[src/wdtr_pkg.sv]
/*
  Shared constants and types for the watchdog with timebase reset:
  register map, field positions, timing counts, bus request struct
  and the mode enumeration.
  Assumes a 100 MHz system clock and a 32.768 kHz crystal time base.
*/
package wdtr_pkg;

  // System clock and crystal time base
  localparam int unsigned CLK_PERIOD_NS   = 10;
  localparam int unsigned OSC_FREQ_HZ     = 32768;
  localparam int unsigned OSC_TICK_CYCLES =
    1000000000 / (CLK_PERIOD_NS * OSC_FREQ_HZ);
  localparam int unsigned OSC_CNT_W       = 12;

  // The 1 Hz signal toggles every half second of crystal ticks
  localparam int unsigned TB_HALF_TICKS   = OSC_FREQ_HZ / 2;
  localparam int unsigned TB_CNT_W        = 16;

  // Least unattended time before the CPU is reset, in seconds
  localparam int unsigned WD_TIMEOUT_S    = 3;
  localparam logic [1:0]  WD_CNT_RESET    = 2'h0;
  localparam logic [1:0]  WD_CNT_MAX      = 2'h3;

  // Length of the internal initial reset pulse, in system clocks
  localparam logic [2:0]  INIT_RST_CYCLES = 3'h4;

  // Register port
  localparam int unsigned ADDR_W          = 8;
  localparam int unsigned DATA_W          = 4;
  localparam logic [7:0]  RESTART_ADDR    = 8'hD4;
  localparam logic [7:0]  STATUS_ADDR     = 8'hD5;
  localparam logic [3:0]  RDATA_RESET     = 4'h0;

  // Restart register fields
  localparam int unsigned WD_RESTART_BIT  = 1;
  localparam int unsigned TB_RESTART_BIT  = 0;

  // Status register fields
  localparam int unsigned ST_CNT_LSB      = 0;
  localparam int unsigned ST_HZ1_BIT      = 2;
  localparam int unsigned ST_SLEEP_BIT    = 3;

  typedef struct packed {
    logic [ADDR_W-1:0] addr;
    logic [DATA_W-1:0] wdata;
    logic              wr;
    logic              rd;
  } wdtr_req_s;

  typedef enum logic [1:0] {
    MODE_CLK_WAIT,
    MODE_RUN,
    MODE_SLEEP,
    MODE_INIT_RST
  } wdtr_mode_e;

endpackage

[src/wdtr_osc.sv]
/*
  Crystal oscillator model: a free running divider of the system clock
  that gives one pulse per crystal period.
  Assumes only the chip reset touches it; sleep never stops it.
*/
`timescale 1ns/1ns
module wdtr_osc (
  input  wire logic clock_i,
  input  wire logic reset_n_i,
  output logic      osc_tick_o
);

  logic [wdtr_pkg::OSC_CNT_W-1:0] cnt_r;
  logic                           wrap;

  assign wrap = (cnt_r ==
    wdtr_pkg::OSC_CNT_W'(wdtr_pkg::OSC_TICK_CYCLES - 1));

  // No enable input: it runs from power-up without software help
  always_ff @(posedge clock_i) begin
    if (!reset_n_i) begin
      cnt_r      <= '0;
      osc_tick_o <= 1'b0;
    end else begin
      cnt_r      <= wrap ? '0 : cnt_r + 1'b1;
      osc_tick_o <= wrap;
    end
  end

endmodule

[src/wdtr_timebase.sv]
/*
  Clock timer prescaler: divides crystal ticks into the 1 Hz level and
  a one-cycle pulse on its rising edge.
  Assumes run_i gates its clock and clr_i restarts it from low.
*/
`timescale 1ns/1ns
module wdtr_timebase #(
  parameter int unsigned HALF_TICKS = wdtr_pkg::TB_HALF_TICKS
) (
  input  wire logic clock_i,
  input  wire logic reset_n_i,
  input  wire logic clr_i,
  input  wire logic run_i,
  input  wire logic osc_tick_i,
  output logic      hz1_o,
  output logic      rise_o
);

  logic [wdtr_pkg::TB_CNT_W-1:0] cnt_r;
  logic                          half;

  assign half = osc_tick_i && run_i &&
    (cnt_r == wdtr_pkg::TB_CNT_W'(HALF_TICKS - 1));

  always_ff @(posedge clock_i) begin
    if (!reset_n_i || clr_i) begin
      cnt_r  <= '0;
      hz1_o  <= 1'b0;
      rise_o <= 1'b0;
    end else begin
      if (osc_tick_i && run_i) begin
        cnt_r <= half ? '0 : cnt_r + 1'b1;
      end
      if (half) begin
        hz1_o <= !hz1_o;
      end
      rise_o <= half && !hz1_o;
    end
  end

endmodule

[src/wdtr_top.sv]
/*
  Watchdog with timebase reset: a two-bit counter on the 1 Hz clock
  timer tick that resets the CPU when software stops restarting it,
  with sleep handling and CPU clock hold-off after reset.
  Assumes a single 100 MHz clock, a register port whose read data is
  due in the cycle after the read strobe, and one-cycle pulses for the
  sleep instruction and the sleep wake-up event.
*/
`timescale 1ns/1ns

// How it works
// Two-bit counter advances on 1 Hz tick
// Counter overflow raises internal CPU initial reset
// No restart for three seconds resets CPU
// Counting continues in halt; reset in 3-4s
// Sleep instruction clears watchdog and clock timer
// After sleep both resume as after reset
// Sleep gates timer clock; oscillator keeps running
// Writing restart bit one clears watchdog counter
// Combined bit clears clock timer and watchdog
// Zero writes do nothing; bits read zero
// CPU clock withheld until first 1 Hz high
// Software restarts watchdog within three seconds
// Oscillator runs from power-up, no software
// Restart clears counter on capturing edge
module wdtr_top #(
  parameter int unsigned TB_HALF_TICKS = wdtr_pkg::TB_HALF_TICKS
) (
  input  wire logic                 clock_i,
  input  wire logic                 reset_n_i,
  input  wire wdtr_pkg::wdtr_req_s  bus_req_i,
  input  wire logic                 sleep_instruction_i,
  input  wire logic                 sleep_wake_i,
  output logic [3:0]                rd_data_o,
  output logic                      cpu_init_reset_o,
  output logic                      cpu_clk_en_o,
  output logic                      hz1_o,
  output logic [1:0]                wd_count_o
);

  wdtr_pkg::wdtr_mode_e mode_r;
  wdtr_pkg::wdtr_mode_e mode_nxt;

  logic       osc_tick;
  logic       tb_rise;
  logic       tb_run;
  logic       tb_clr;
  logic       wd_clr;
  logic       wd_count;
  logic       overflow;
  logic       hit_restart;
  logic       hit_status;
  logic       wd_restart;
  logic       tb_restart;
  logic       sleep_entry;
  logic [2:0] rst_cnt_r;

  function automatic logic addr_hit(
    input logic [7:0] addr,
    input logic [7:0] target
  );
    addr_hit = (addr == target);
  endfunction

  // Register decode
  always_comb begin
    hit_restart = 1'b0;
    hit_status  = 1'b0;
    if (addr_hit(bus_req_i.addr, wdtr_pkg::RESTART_ADDR)) begin
      hit_restart = 1'b1;
    end else if (addr_hit(bus_req_i.addr, wdtr_pkg::STATUS_ADDR)) begin
      hit_status = 1'b1;
    end
  end

  // A zero in either bit is simply not a restart
  assign wd_restart = bus_req_i.wr && hit_restart &&
    bus_req_i.wdata[wdtr_pkg::WD_RESTART_BIT];
  assign tb_restart = bus_req_i.wr && hit_restart &&
    bus_req_i.wdata[wdtr_pkg::TB_RESTART_BIT];

  assign sleep_entry = (mode_r == wdtr_pkg::MODE_RUN) &&
    sleep_instruction_i;

  // Halt is not an input: the count never depends on it
  assign wd_count = tb_rise &&
    ((mode_r == wdtr_pkg::MODE_RUN) ||
     (mode_r == wdtr_pkg::MODE_CLK_WAIT));

  // A restart in the same cycle as the last tick wins over it
  assign wd_clr = wd_restart || tb_restart || sleep_entry ||
    (mode_r == wdtr_pkg::MODE_SLEEP) ||
    (mode_r == wdtr_pkg::MODE_INIT_RST);

  assign overflow = wd_count && !wd_clr &&
    (wd_count_o == wdtr_pkg::WD_CNT_MAX);

  assign tb_clr = tb_restart || sleep_entry || overflow;
  assign tb_run = (mode_r != wdtr_pkg::MODE_SLEEP);

  wdtr_osc u_osc (
    .clock_i    (clock_i),
    .reset_n_i  (reset_n_i),
    .osc_tick_o (osc_tick)
  );

  wdtr_timebase #(
    .HALF_TICKS (TB_HALF_TICKS)
  ) u_timebase (
    .clock_i    (clock_i),
    .reset_n_i  (reset_n_i),
    .clr_i      (tb_clr),
    .run_i      (tb_run),
    .osc_tick_i (osc_tick),
    .hz1_o      (hz1_o),
    .rise_o     (tb_rise)
  );

  // Mode sequencing
  always_comb begin
    mode_nxt = mode_r;
    case (mode_r)
      wdtr_pkg::MODE_CLK_WAIT: begin
        if (overflow) begin
          mode_nxt = wdtr_pkg::MODE_INIT_RST;
        end else if (tb_rise) begin
          mode_nxt = wdtr_pkg::MODE_RUN;
        end
      end
      wdtr_pkg::MODE_RUN: begin
        if (overflow) begin
          mode_nxt = wdtr_pkg::MODE_INIT_RST;
        end else if (sleep_instruction_i) begin
          mode_nxt = wdtr_pkg::MODE_SLEEP;
        end
      end
      wdtr_pkg::MODE_SLEEP: begin
        // Both timers restart from zero, as after reset
        if (sleep_wake_i) begin
          mode_nxt = wdtr_pkg::MODE_RUN;
        end
      end
      wdtr_pkg::MODE_INIT_RST: begin
        if (rst_cnt_r == 3'h1) begin
          mode_nxt = wdtr_pkg::MODE_CLK_WAIT;
        end
      end
      default: begin
        mode_nxt = wdtr_pkg::MODE_CLK_WAIT;
      end
    endcase
  end

  always_ff @(posedge clock_i) begin
    if (!reset_n_i) begin
      mode_r <= wdtr_pkg::MODE_CLK_WAIT;
    end else begin
      mode_r <= mode_nxt;
    end
  end

  // Watchdog counter
  always_ff @(posedge clock_i) begin
    if (!reset_n_i) begin
      wd_count_o <= wdtr_pkg::WD_CNT_RESET;
    end else if (wd_clr) begin
      wd_count_o <= wdtr_pkg::WD_CNT_RESET;
    end else if (wd_count) begin
      wd_count_o <= wd_count_o + 2'h1;
    end
  end

  // Internal initial reset pulse; no pin is involved
  always_ff @(posedge clock_i) begin
    if (!reset_n_i) begin
      rst_cnt_r        <= 3'h0;
      cpu_init_reset_o <= 1'b0;
    end else if (overflow) begin
      rst_cnt_r        <= wdtr_pkg::INIT_RST_CYCLES;
      cpu_init_reset_o <= 1'b1;
    end else if (rst_cnt_r != 3'h0) begin
      rst_cnt_r        <= rst_cnt_r - 3'h1;
      cpu_init_reset_o <= (rst_cnt_r != 3'h1);
    end
  end

  // CPU clock hold-off until the 1 Hz level first goes high
  always_ff @(posedge clock_i) begin
    if (!reset_n_i) begin
      cpu_clk_en_o <= 1'b0;
    end else if (overflow) begin
      cpu_clk_en_o <= 1'b0;
    end else if ((mode_r == wdtr_pkg::MODE_CLK_WAIT) && tb_rise) begin
      cpu_clk_en_o <= 1'b1;
    end
  end

  // Read data stand for exactly the cycle after the strobe
  always_ff @(posedge clock_i) begin
    if (!reset_n_i) begin
      rd_data_o <= wdtr_pkg::RDATA_RESET;
    end else if (bus_req_i.rd && hit_status) begin
      rd_data_o <= '0;
      rd_data_o[wdtr_pkg::ST_CNT_LSB +: 2] <= wd_count_o;
      rd_data_o[wdtr_pkg::ST_HZ1_BIT]      <= hz1_o;
      rd_data_o[wdtr_pkg::ST_SLEEP_BIT]    <=
        (mode_r == wdtr_pkg::MODE_SLEEP);
    end else begin
      rd_data_o <= wdtr_pkg::RDATA_RESET;
    end
  end

  a_wd_cnt_step:
    assert property (@(posedge clock_i) disable iff (!reset_n_i)
      wd_count && !wd_clr && !overflow
      |=> wd_count_o == $past(wd_count_o) + 2'h1)
    else $error("watchdog count did not advance on tick");

  a_overflow_reset:
    assert property (@(posedge clock_i) disable iff (!reset_n_i)
      overflow |=> cpu_init_reset_o && !cpu_clk_en_o)
    else $error("overflow did not raise cpu reset");

  a_reset_length:
    assert property (@(posedge clock_i) disable iff (!reset_n_i)
      $rose(cpu_init_reset_o) |-> cpu_init_reset_o[*4]
      ##1 !cpu_init_reset_o)
    else $error("cpu reset pulse has wrong length");

  a_overflow_cause:
    assert property (@(posedge clock_i) disable iff (!reset_n_i)
      $rose(cpu_init_reset_o) |->
      $past(wd_count_o) == 2'h3 && $past(tb_rise))
    else $error("cpu reset without counter overflow");

  a_wd_restart_clr:
    assert property (@(posedge clock_i) disable iff (!reset_n_i)
      wd_restart |=> wd_count_o == 2'h0 && !cpu_init_reset_o)
    else $error("watchdog restart did not clear counter");

  a_tb_restart_clr:
    assert property (@(posedge clock_i) disable iff (!reset_n_i)
      tb_restart |=> wd_count_o == 2'h0 && !hz1_o && !tb_rise)
    else $error("combined restart did not clear timers");

  a_zero_write_noop:
    assert property (@(posedge clock_i) disable iff (!reset_n_i)
      bus_req_i.wr && hit_restart && bus_req_i.wdata[1:0] == 2'h0
      && !wd_count && mode_r == wdtr_pkg::MODE_RUN
      && !sleep_instruction_i
      |=> $stable(wd_count_o))
    else $error("zero write changed the watchdog");

  a_restart_reads_zero:
    assert property (@(posedge clock_i) disable iff (!reset_n_i)
      bus_req_i.rd && hit_restart |=> rd_data_o == 4'h0)
    else $error("restart register read nonzero");

  a_sleep_clears:
    assert property (@(posedge clock_i) disable iff (!reset_n_i)
      sleep_entry |=> wd_count_o == 2'h0 && !hz1_o
      && mode_r == wdtr_pkg::MODE_SLEEP)
    else $error("sleep entry did not clear timers");

  a_sleep_gated:
    assert property (@(posedge clock_i) disable iff (!reset_n_i)
      mode_r == wdtr_pkg::MODE_SLEEP
      && $past(mode_r) == wdtr_pkg::MODE_SLEEP
      |-> $stable(hz1_o) && !tb_rise)
    else $error("clock timer ran during sleep");

  a_clk_after_hz1:
    assert property (@(posedge clock_i) disable iff (!reset_n_i)
      $rose(cpu_clk_en_o) |-> $past(tb_rise) && hz1_o)
    else $error("cpu clock enabled before 1 Hz high");

  // Stale status data would look like a live watchdog value
  a_rdata_idle:
    assert property (@(posedge clock_i) disable iff (!reset_n_i)
      !$past(bus_req_i.rd && hit_status) |-> rd_data_o == 4'h0)
    else $error("read data nonzero outside a status read");

  a_wait_no_clk:
    assert property (@(posedge clock_i) disable iff (!reset_n_i)
      mode_r == wdtr_pkg::MODE_CLK_WAIT |-> !cpu_clk_en_o)
    else $error("cpu clock running during hold-off");

  a_reset_no_clk:
    assert property (@(posedge clock_i) disable iff (!reset_n_i)
      mode_r == wdtr_pkg::MODE_INIT_RST |-> !cpu_clk_en_o)
    else $error("cpu clock running during internal reset");

  a_pulse_ends_wait:
    assert property (@(posedge clock_i) disable iff (!reset_n_i)
      $fell(cpu_init_reset_o) |-> mode_r == wdtr_pkg::MODE_CLK_WAIT)
    else $error("internal reset ended outside hold-off");

  a_count_hold:
    assert property (@(posedge clock_i) disable iff (!reset_n_i)
      !wd_count && !wd_clr |=> $stable(wd_count_o))
    else $error("watchdog count moved without a tick");

  a_overflow_clears:
    assert property (@(posedge clock_i) disable iff (!reset_n_i)
      overflow |=> wd_count_o == wdtr_pkg::WD_CNT_RESET && !hz1_o)
    else $error("overflow did not clear the timers");

  a_sleep_held_clear:
    assert property (@(posedge clock_i) disable iff (!reset_n_i)
      mode_r == wdtr_pkg::MODE_SLEEP
      |-> wd_count_o == wdtr_pkg::WD_CNT_RESET && !cpu_init_reset_o)
    else $error("watchdog not held cleared in sleep");

  a_sleep_only_run:
    assert property (@(posedge clock_i) disable iff (!reset_n_i)
      sleep_instruction_i && (mode_r == wdtr_pkg::MODE_CLK_WAIT
      || mode_r == wdtr_pkg::MODE_INIT_RST)
      |=> mode_r != wdtr_pkg::MODE_SLEEP)
    else $error("sleep entered outside run mode");

  a_wake_resume:
    assert property (@(posedge clock_i) disable iff (!reset_n_i)
      mode_r == wdtr_pkg::MODE_SLEEP && sleep_wake_i
      |=> mode_r == wdtr_pkg::MODE_RUN
      && wd_count_o == wdtr_pkg::WD_CNT_RESET && !hz1_o)
    else $error("wake did not resume from cleared timers");

  c_tb_restart_high:
    cover property (@(posedge clock_i) disable iff (!reset_n_i)
      tb_restart && hz1_o);

  c_overflow_reset:
    cover property (@(posedge clock_i) disable iff (!reset_n_i)
      overflow ##1 cpu_init_reset_o);

  c_sleep_wake:
    cover property (@(posedge clock_i) disable iff (!reset_n_i)
      sleep_entry ##[1:20] (mode_r == wdtr_pkg::MODE_RUN));

  c_restart_late:
    cover property (@(posedge clock_i) disable iff (!reset_n_i)
      wd_restart && wd_count_o == 2'h3);

  c_clk_release:
    cover property (@(posedge clock_i) disable iff (!reset_n_i)
      $rose(cpu_clk_en_o));

endmodule

[config.mk]
export PLATFORM = sky130hd
export DESIGN_NAME = wdtr_top
export DESIGN_NICKNAME = d
export VERILOG_FILES = /design/src/wdtr_pkg.sv /design/src/wdtr_osc.sv /design/src/wdtr_timebase.sv /design/src/wdtr_top.sv
export SDC_FILE = /design/constraint.sdc
export NUM_CORES = 1
export LEC_CHECK = 0
export BUFFER_PORTS_ARGS = -buffer_cell sky130_fd_sc_hd__buf_2
export CAP_MARGIN = 5
export CELL_PAD_IN_SITES_DETAIL_PLACEMENT = 1
export CELL_PAD_IN_SITES_GLOBAL_PLACEMENT = 1
export CORE_MARGIN = 1
export CORE_UTILIZATION = 41
export CTS_BUF_LIST = sky130_fd_sc_hd__clkbuf_8
export CTS_CLUSTER_SIZE = 30
export DETAILED_ROUTE_END_ITERATION = 16
export GPL_ROUTABILITY_DRIVEN = 0
export PLACE_DENSITY = 0.77
export SLEW_MARGIN = 20
export SYNTH_ARGS = -nofsm -noshare
export SYNTH_HDL_FRONTEND = slang
export SYNTH_SLANG_ARGS = --single-unit
[constraint.sdc]
create_clock -name clock_i -period 1.7 [get_ports clock_i]
set_clock_uncertainty 0.2 [all_clocks]
set_input_delay 0.17 -clock clock_i [delete_from_list [all_inputs] [get_ports clock_i]]
set_output_delay 0.17 -clock clock_i [all_outputs]
set_load 0.05 [all_outputs]
==> metrics.md <==
| Metric | Value |
|---|---|
| Via count | approximately 1,700 |
| Die area | 5230 um^2 |
| Die Y | just over 70 um |
| Post-CTS Hold Fix Bufs | 0 |
| First-pass GRT wire length | between 7000 and 8000 um |
| Status | complete, no violations |
| Initial Util | 0.429 |
| Final Cell Area | 2500 um^2 |
| Final Hold Vio Count | 0 |
| CTS tree | built |
| GRT Total Usage | 0.190 |
| Number of global-route vias before repair | approximately 1,800 |
| FP Rows | 25 |
| Compound-gate portion of the synthesized area | 0.0562 |
| Worst Path Max Fanout | 3 |
| Period utilization | 0.993 |
| Number of setup violations in the final report | 0 |
| Least-Margin Pin Slew | around 0.28 ns |
| CTS Buffer Depth | 2 |
| Static Leak | about 1.1 nW |
| RSZ-0062 raised after global routing | yes |
| Final WL | 4430 um |
| Simple-Gate Fraction of Synth Area | 0.309 |
| H-tree depth | 2 |
| Setup TNS | 0 ns |
| Slowest CP cell | or4b_1 |
| Placed Instance Area | between 2000 and 2500 um^2 |
| Initial antenna violation count | 0 |
| CP arrival | roughly 1.7 ns |
| Fin nets | ~300 |
| Share of layout cells above drive strength 1 | 0.277 |
| Remaining global-route overflow | 0 |
| Yosys warning count | 0 |
| Synth Instances | between 200 and 250 |
| Fmax | approximately 0.59 GHz |
| Max-cap viol count | 0 |
| Reg2reg setup slack | ~0.012 ns |
| Post-Synth XOR/XNOR Area | 0.108 |
| IO buf count | 24 |
| Required @ worst endpoint | 1.73 ns |
| Root buf cell | clkbuf_8 |
| PD cells | around 860 nW/um^2 |
| CORE AREA | ~4700 um^2 |
| DRC Markers | 0 |
| Crit-path max cell delay | around 0.47 ns |
| Crit path launch type | register |
| Die Wd | ~72 um |
| CTS buffer count | 5 |
| Count of cell types in the netlist | between 40 and 50 |
| Cell Chain, Critical Path | ha_2, and4_4, nand3_2, or4b_1, a21oi_1 |
| DR WL/cell | around 13 um |
| Post-Synth Adder-Cell Area | 0.0432 |
| Critical path type | reg -> reg |
| Sink Count | 44 |
| Mapped Nets | 250 |
| Max-slew headroom | 0.814 |
| I/O pins | 27 |
| Fillers | ~570 |
| Yosys reg bits | 44 |
| Area delta synth->final | 23.7% |
| Reg clk slew, reported paths | approximately 0.08 ns |
| DRT Pass-1 Iters | 4 |
| Post-route ant nets | 0 |
| Vias per cell | around 4.9 |
| Clk_lat worst skew | a little under 0.3 ns |
| Avg Inst Size Synth | roughly 9 um^2 |
| Final min period | approximately 1.7 ns |
| CP endpoint kind | register |
| Initial DRC Count | ~50 |
| Hold crit path type | in -> reg |
| Mux share of post-synthesis cell area | 0.0154 |
| Post-synthesis cell area | between 2000 and 2500 um^2 |
| Number of diodes | 0 |
| Area of the multi-input gates | around 1100 um^2 |
| Largest family of logic cells by synthesized area | simple AND/OR/NAND/NOR gates |
| Pin count of the biggest net entering global routing | 15 |
| Hpwl dp | about 3400 um |
| Seq/Total Area, Yosys | 0.435 |
| Final Max Tran Viols | 0 |
| Worst ir drop on vdd | approximately 0.00064 V |
| FF+latch area | between 800 and 900 um^2 |
-- power breakdown --
group	switching, mW	total (mW)	internal, mW
combinational	0.190	0.351	0.161
clock	0.353	0.685	0.332
sequential	0.0346	1.12	1.08
-- cell usage after synthesis (all sizes together) --
| master | count | share of area |
|---|---|---|
| nor3 | 2 | 0.0049 |
| mux2i | 2 | 0.0099 |
| nand3 | 13 | 0.035 |
| nand3b | 2 | 0.0074 |
| nand2b | 5 | 0.019 |
| and3b | 3 | 0.013 |
| nand4 | 8 | 0.025 |
| nor3b | 2 | 0.0074 |
| nand2 | 16 | 0.030 |
| a21o | 1 | 0.0037 |
| and4 | 2 | 0.0086 |
| and3 | 10 | 0.032 |
| nor2b | 1 | 0.0031 |
| or4b | 1 | 0.0049 |
| o211ai | 1 | 0.0037 |
| a21oi | 5 | 0.012 |
| o21ai | 7 | 0.017 |
| clkbuf | 5 | 0.015 |
| nor2 | 36 | 0.075 |
| dfxtp | 44 | 0.43 |
| ha | 7 | 0.043 |
| mux2 | 1 | 0.0056 |
| o211a | 1 | 0.0049 |
| inv | 8 | 0.015 |
| nand4b | 1 | 0.0043 |
| xnor2 | 7 | 0.030 |
| and2 | 6 | 0.019 |
| or3b | 1 | 0.0043 |
| buf | 1 | 0.0037 |
| nor4 | 1 | 0.0031 |
| a31oi | 1 | 0.0031 |
| nor4b | 2 | 0.0086 |
| nand4bb | 1 | 0.0056 |
| a21boi | 3 | 0.011 |
| xor2 | 18 | 0.078 |
-- metrics by stage --
stage / hold WS (ns) / total power [mW] / worst slack [ns] / cells / utilization
after floorplan: 0.184 / 1.40 / -0.00940 / 225 / -
after global placement: 0.239 / 1.47 / -0.00927 / 331 / 0.502
after detailed placement: 0.268 / 1.50 / -0.0417 / 331 / 0.502
after CTS: 0.0430 / 2.18 / 0.00629 / 341 / 0.527
after global routing: 0.0616 / 2.28 / -0.0529 / 341 / 0.530
final: 0.0475 / 2.15 / 0.0123 / 341 / 0.530
-- final timing paths --
path | cells past startpoint | to | start
max | 5 | u_timebase.cnt_r[14] | u_timebase.cnt_r[0]
min | 3 | wd_count_o[1] | bus_req_i[2]
max reg2reg | 5 | u_timebase.cnt_r[14] | u_timebase.cnt_r[0]
min reg2reg | 1 | u_osc.cnt_r[0] | u_osc.cnt_r[0]
-- cells in the final DEF (no fill, tap or decap), drive strengths merged --
cell and count:
buf 47, dfxtp 44, nor2 36, xor2 18, nand2 16, nand3 13, and3 10, inv 9
nand4 8, o21ai 7, xnor2 7, ha 7, and2 6, clkbuf 6, a21oi 5, nand2b 5
and3b 3, a21boi 3, nor3b 2, mux2i 2, nor3 2, nor4b 2, nand3b 2, and4 2
nand4b 1, nor2b 1, o211a 1, nor4 1, a21o 1, nand4bb 1, o211ai 1, or4b 1
or3b 1, a31oi 1, mux2 1, clkinv 1
-- kinds of logic after synthesis --
group,after synthesis
xor gates and xnor gates,25
AOI/OAI and AO/OA,19
adders and majority gates,7
DFF,44
buffers and inverters,14
and+or+nand+nor,113
muxes,3
-- final cells by class --
type / count / share of cell area
Clock buffer: 6 / 0.0330
Sequential cell: 44 / 0.357
Tap cell: 67 / 0.0335
Inverter: 8 / 0.0120
Multi-Input combinational cell: 167 / 0.438
Timing Repair Buffer: 47 / 0.122
Clock inverter: 2 / 0.00549
-- per-layer routing --
layer,part of all wire,track usage,routed length (um),up-vias
met5,0,0,0,-
met2,0.51,0.346,2270,13
met4,0.0090,0.0523,40,0
li1,-,-,-,853
met1,0.46,0.227,2040,793
met3,0.018,0.0375,78,5
-- registers in the layout, indices dropped and copies added, names as in the netlist --
signal	count
rd_data_o	4
rst_cnt_r	3
u_timebase.cnt_r	16
cpu_clk_en_o	1
u_timebase.rise_o	1
wd_count_o	2
u_timebase.hz1_o	1
mode_r	2
cpu_init_reset_o	1
u_osc.osc_tick_o	1
u_osc.cnt_r	12
-- worst max-delay path, delay by kind of cell (launching register included) --
family	cells	cell delay, ns
and+or+nand+nor	3	0.77
DFF	1	0.35
adders and majority gates	1	0.18
AOI/OAI and AO/OA	1	0.12
-- what timing repair did --
item	in CTS	in global routing
setup buffers	2	0
hold endpoints to repair	0	0
pin swaps	1	2
gates resized for setup	2	6
endpoints found under the setup margin	2	16
Power figures use the tool's default switching activity.
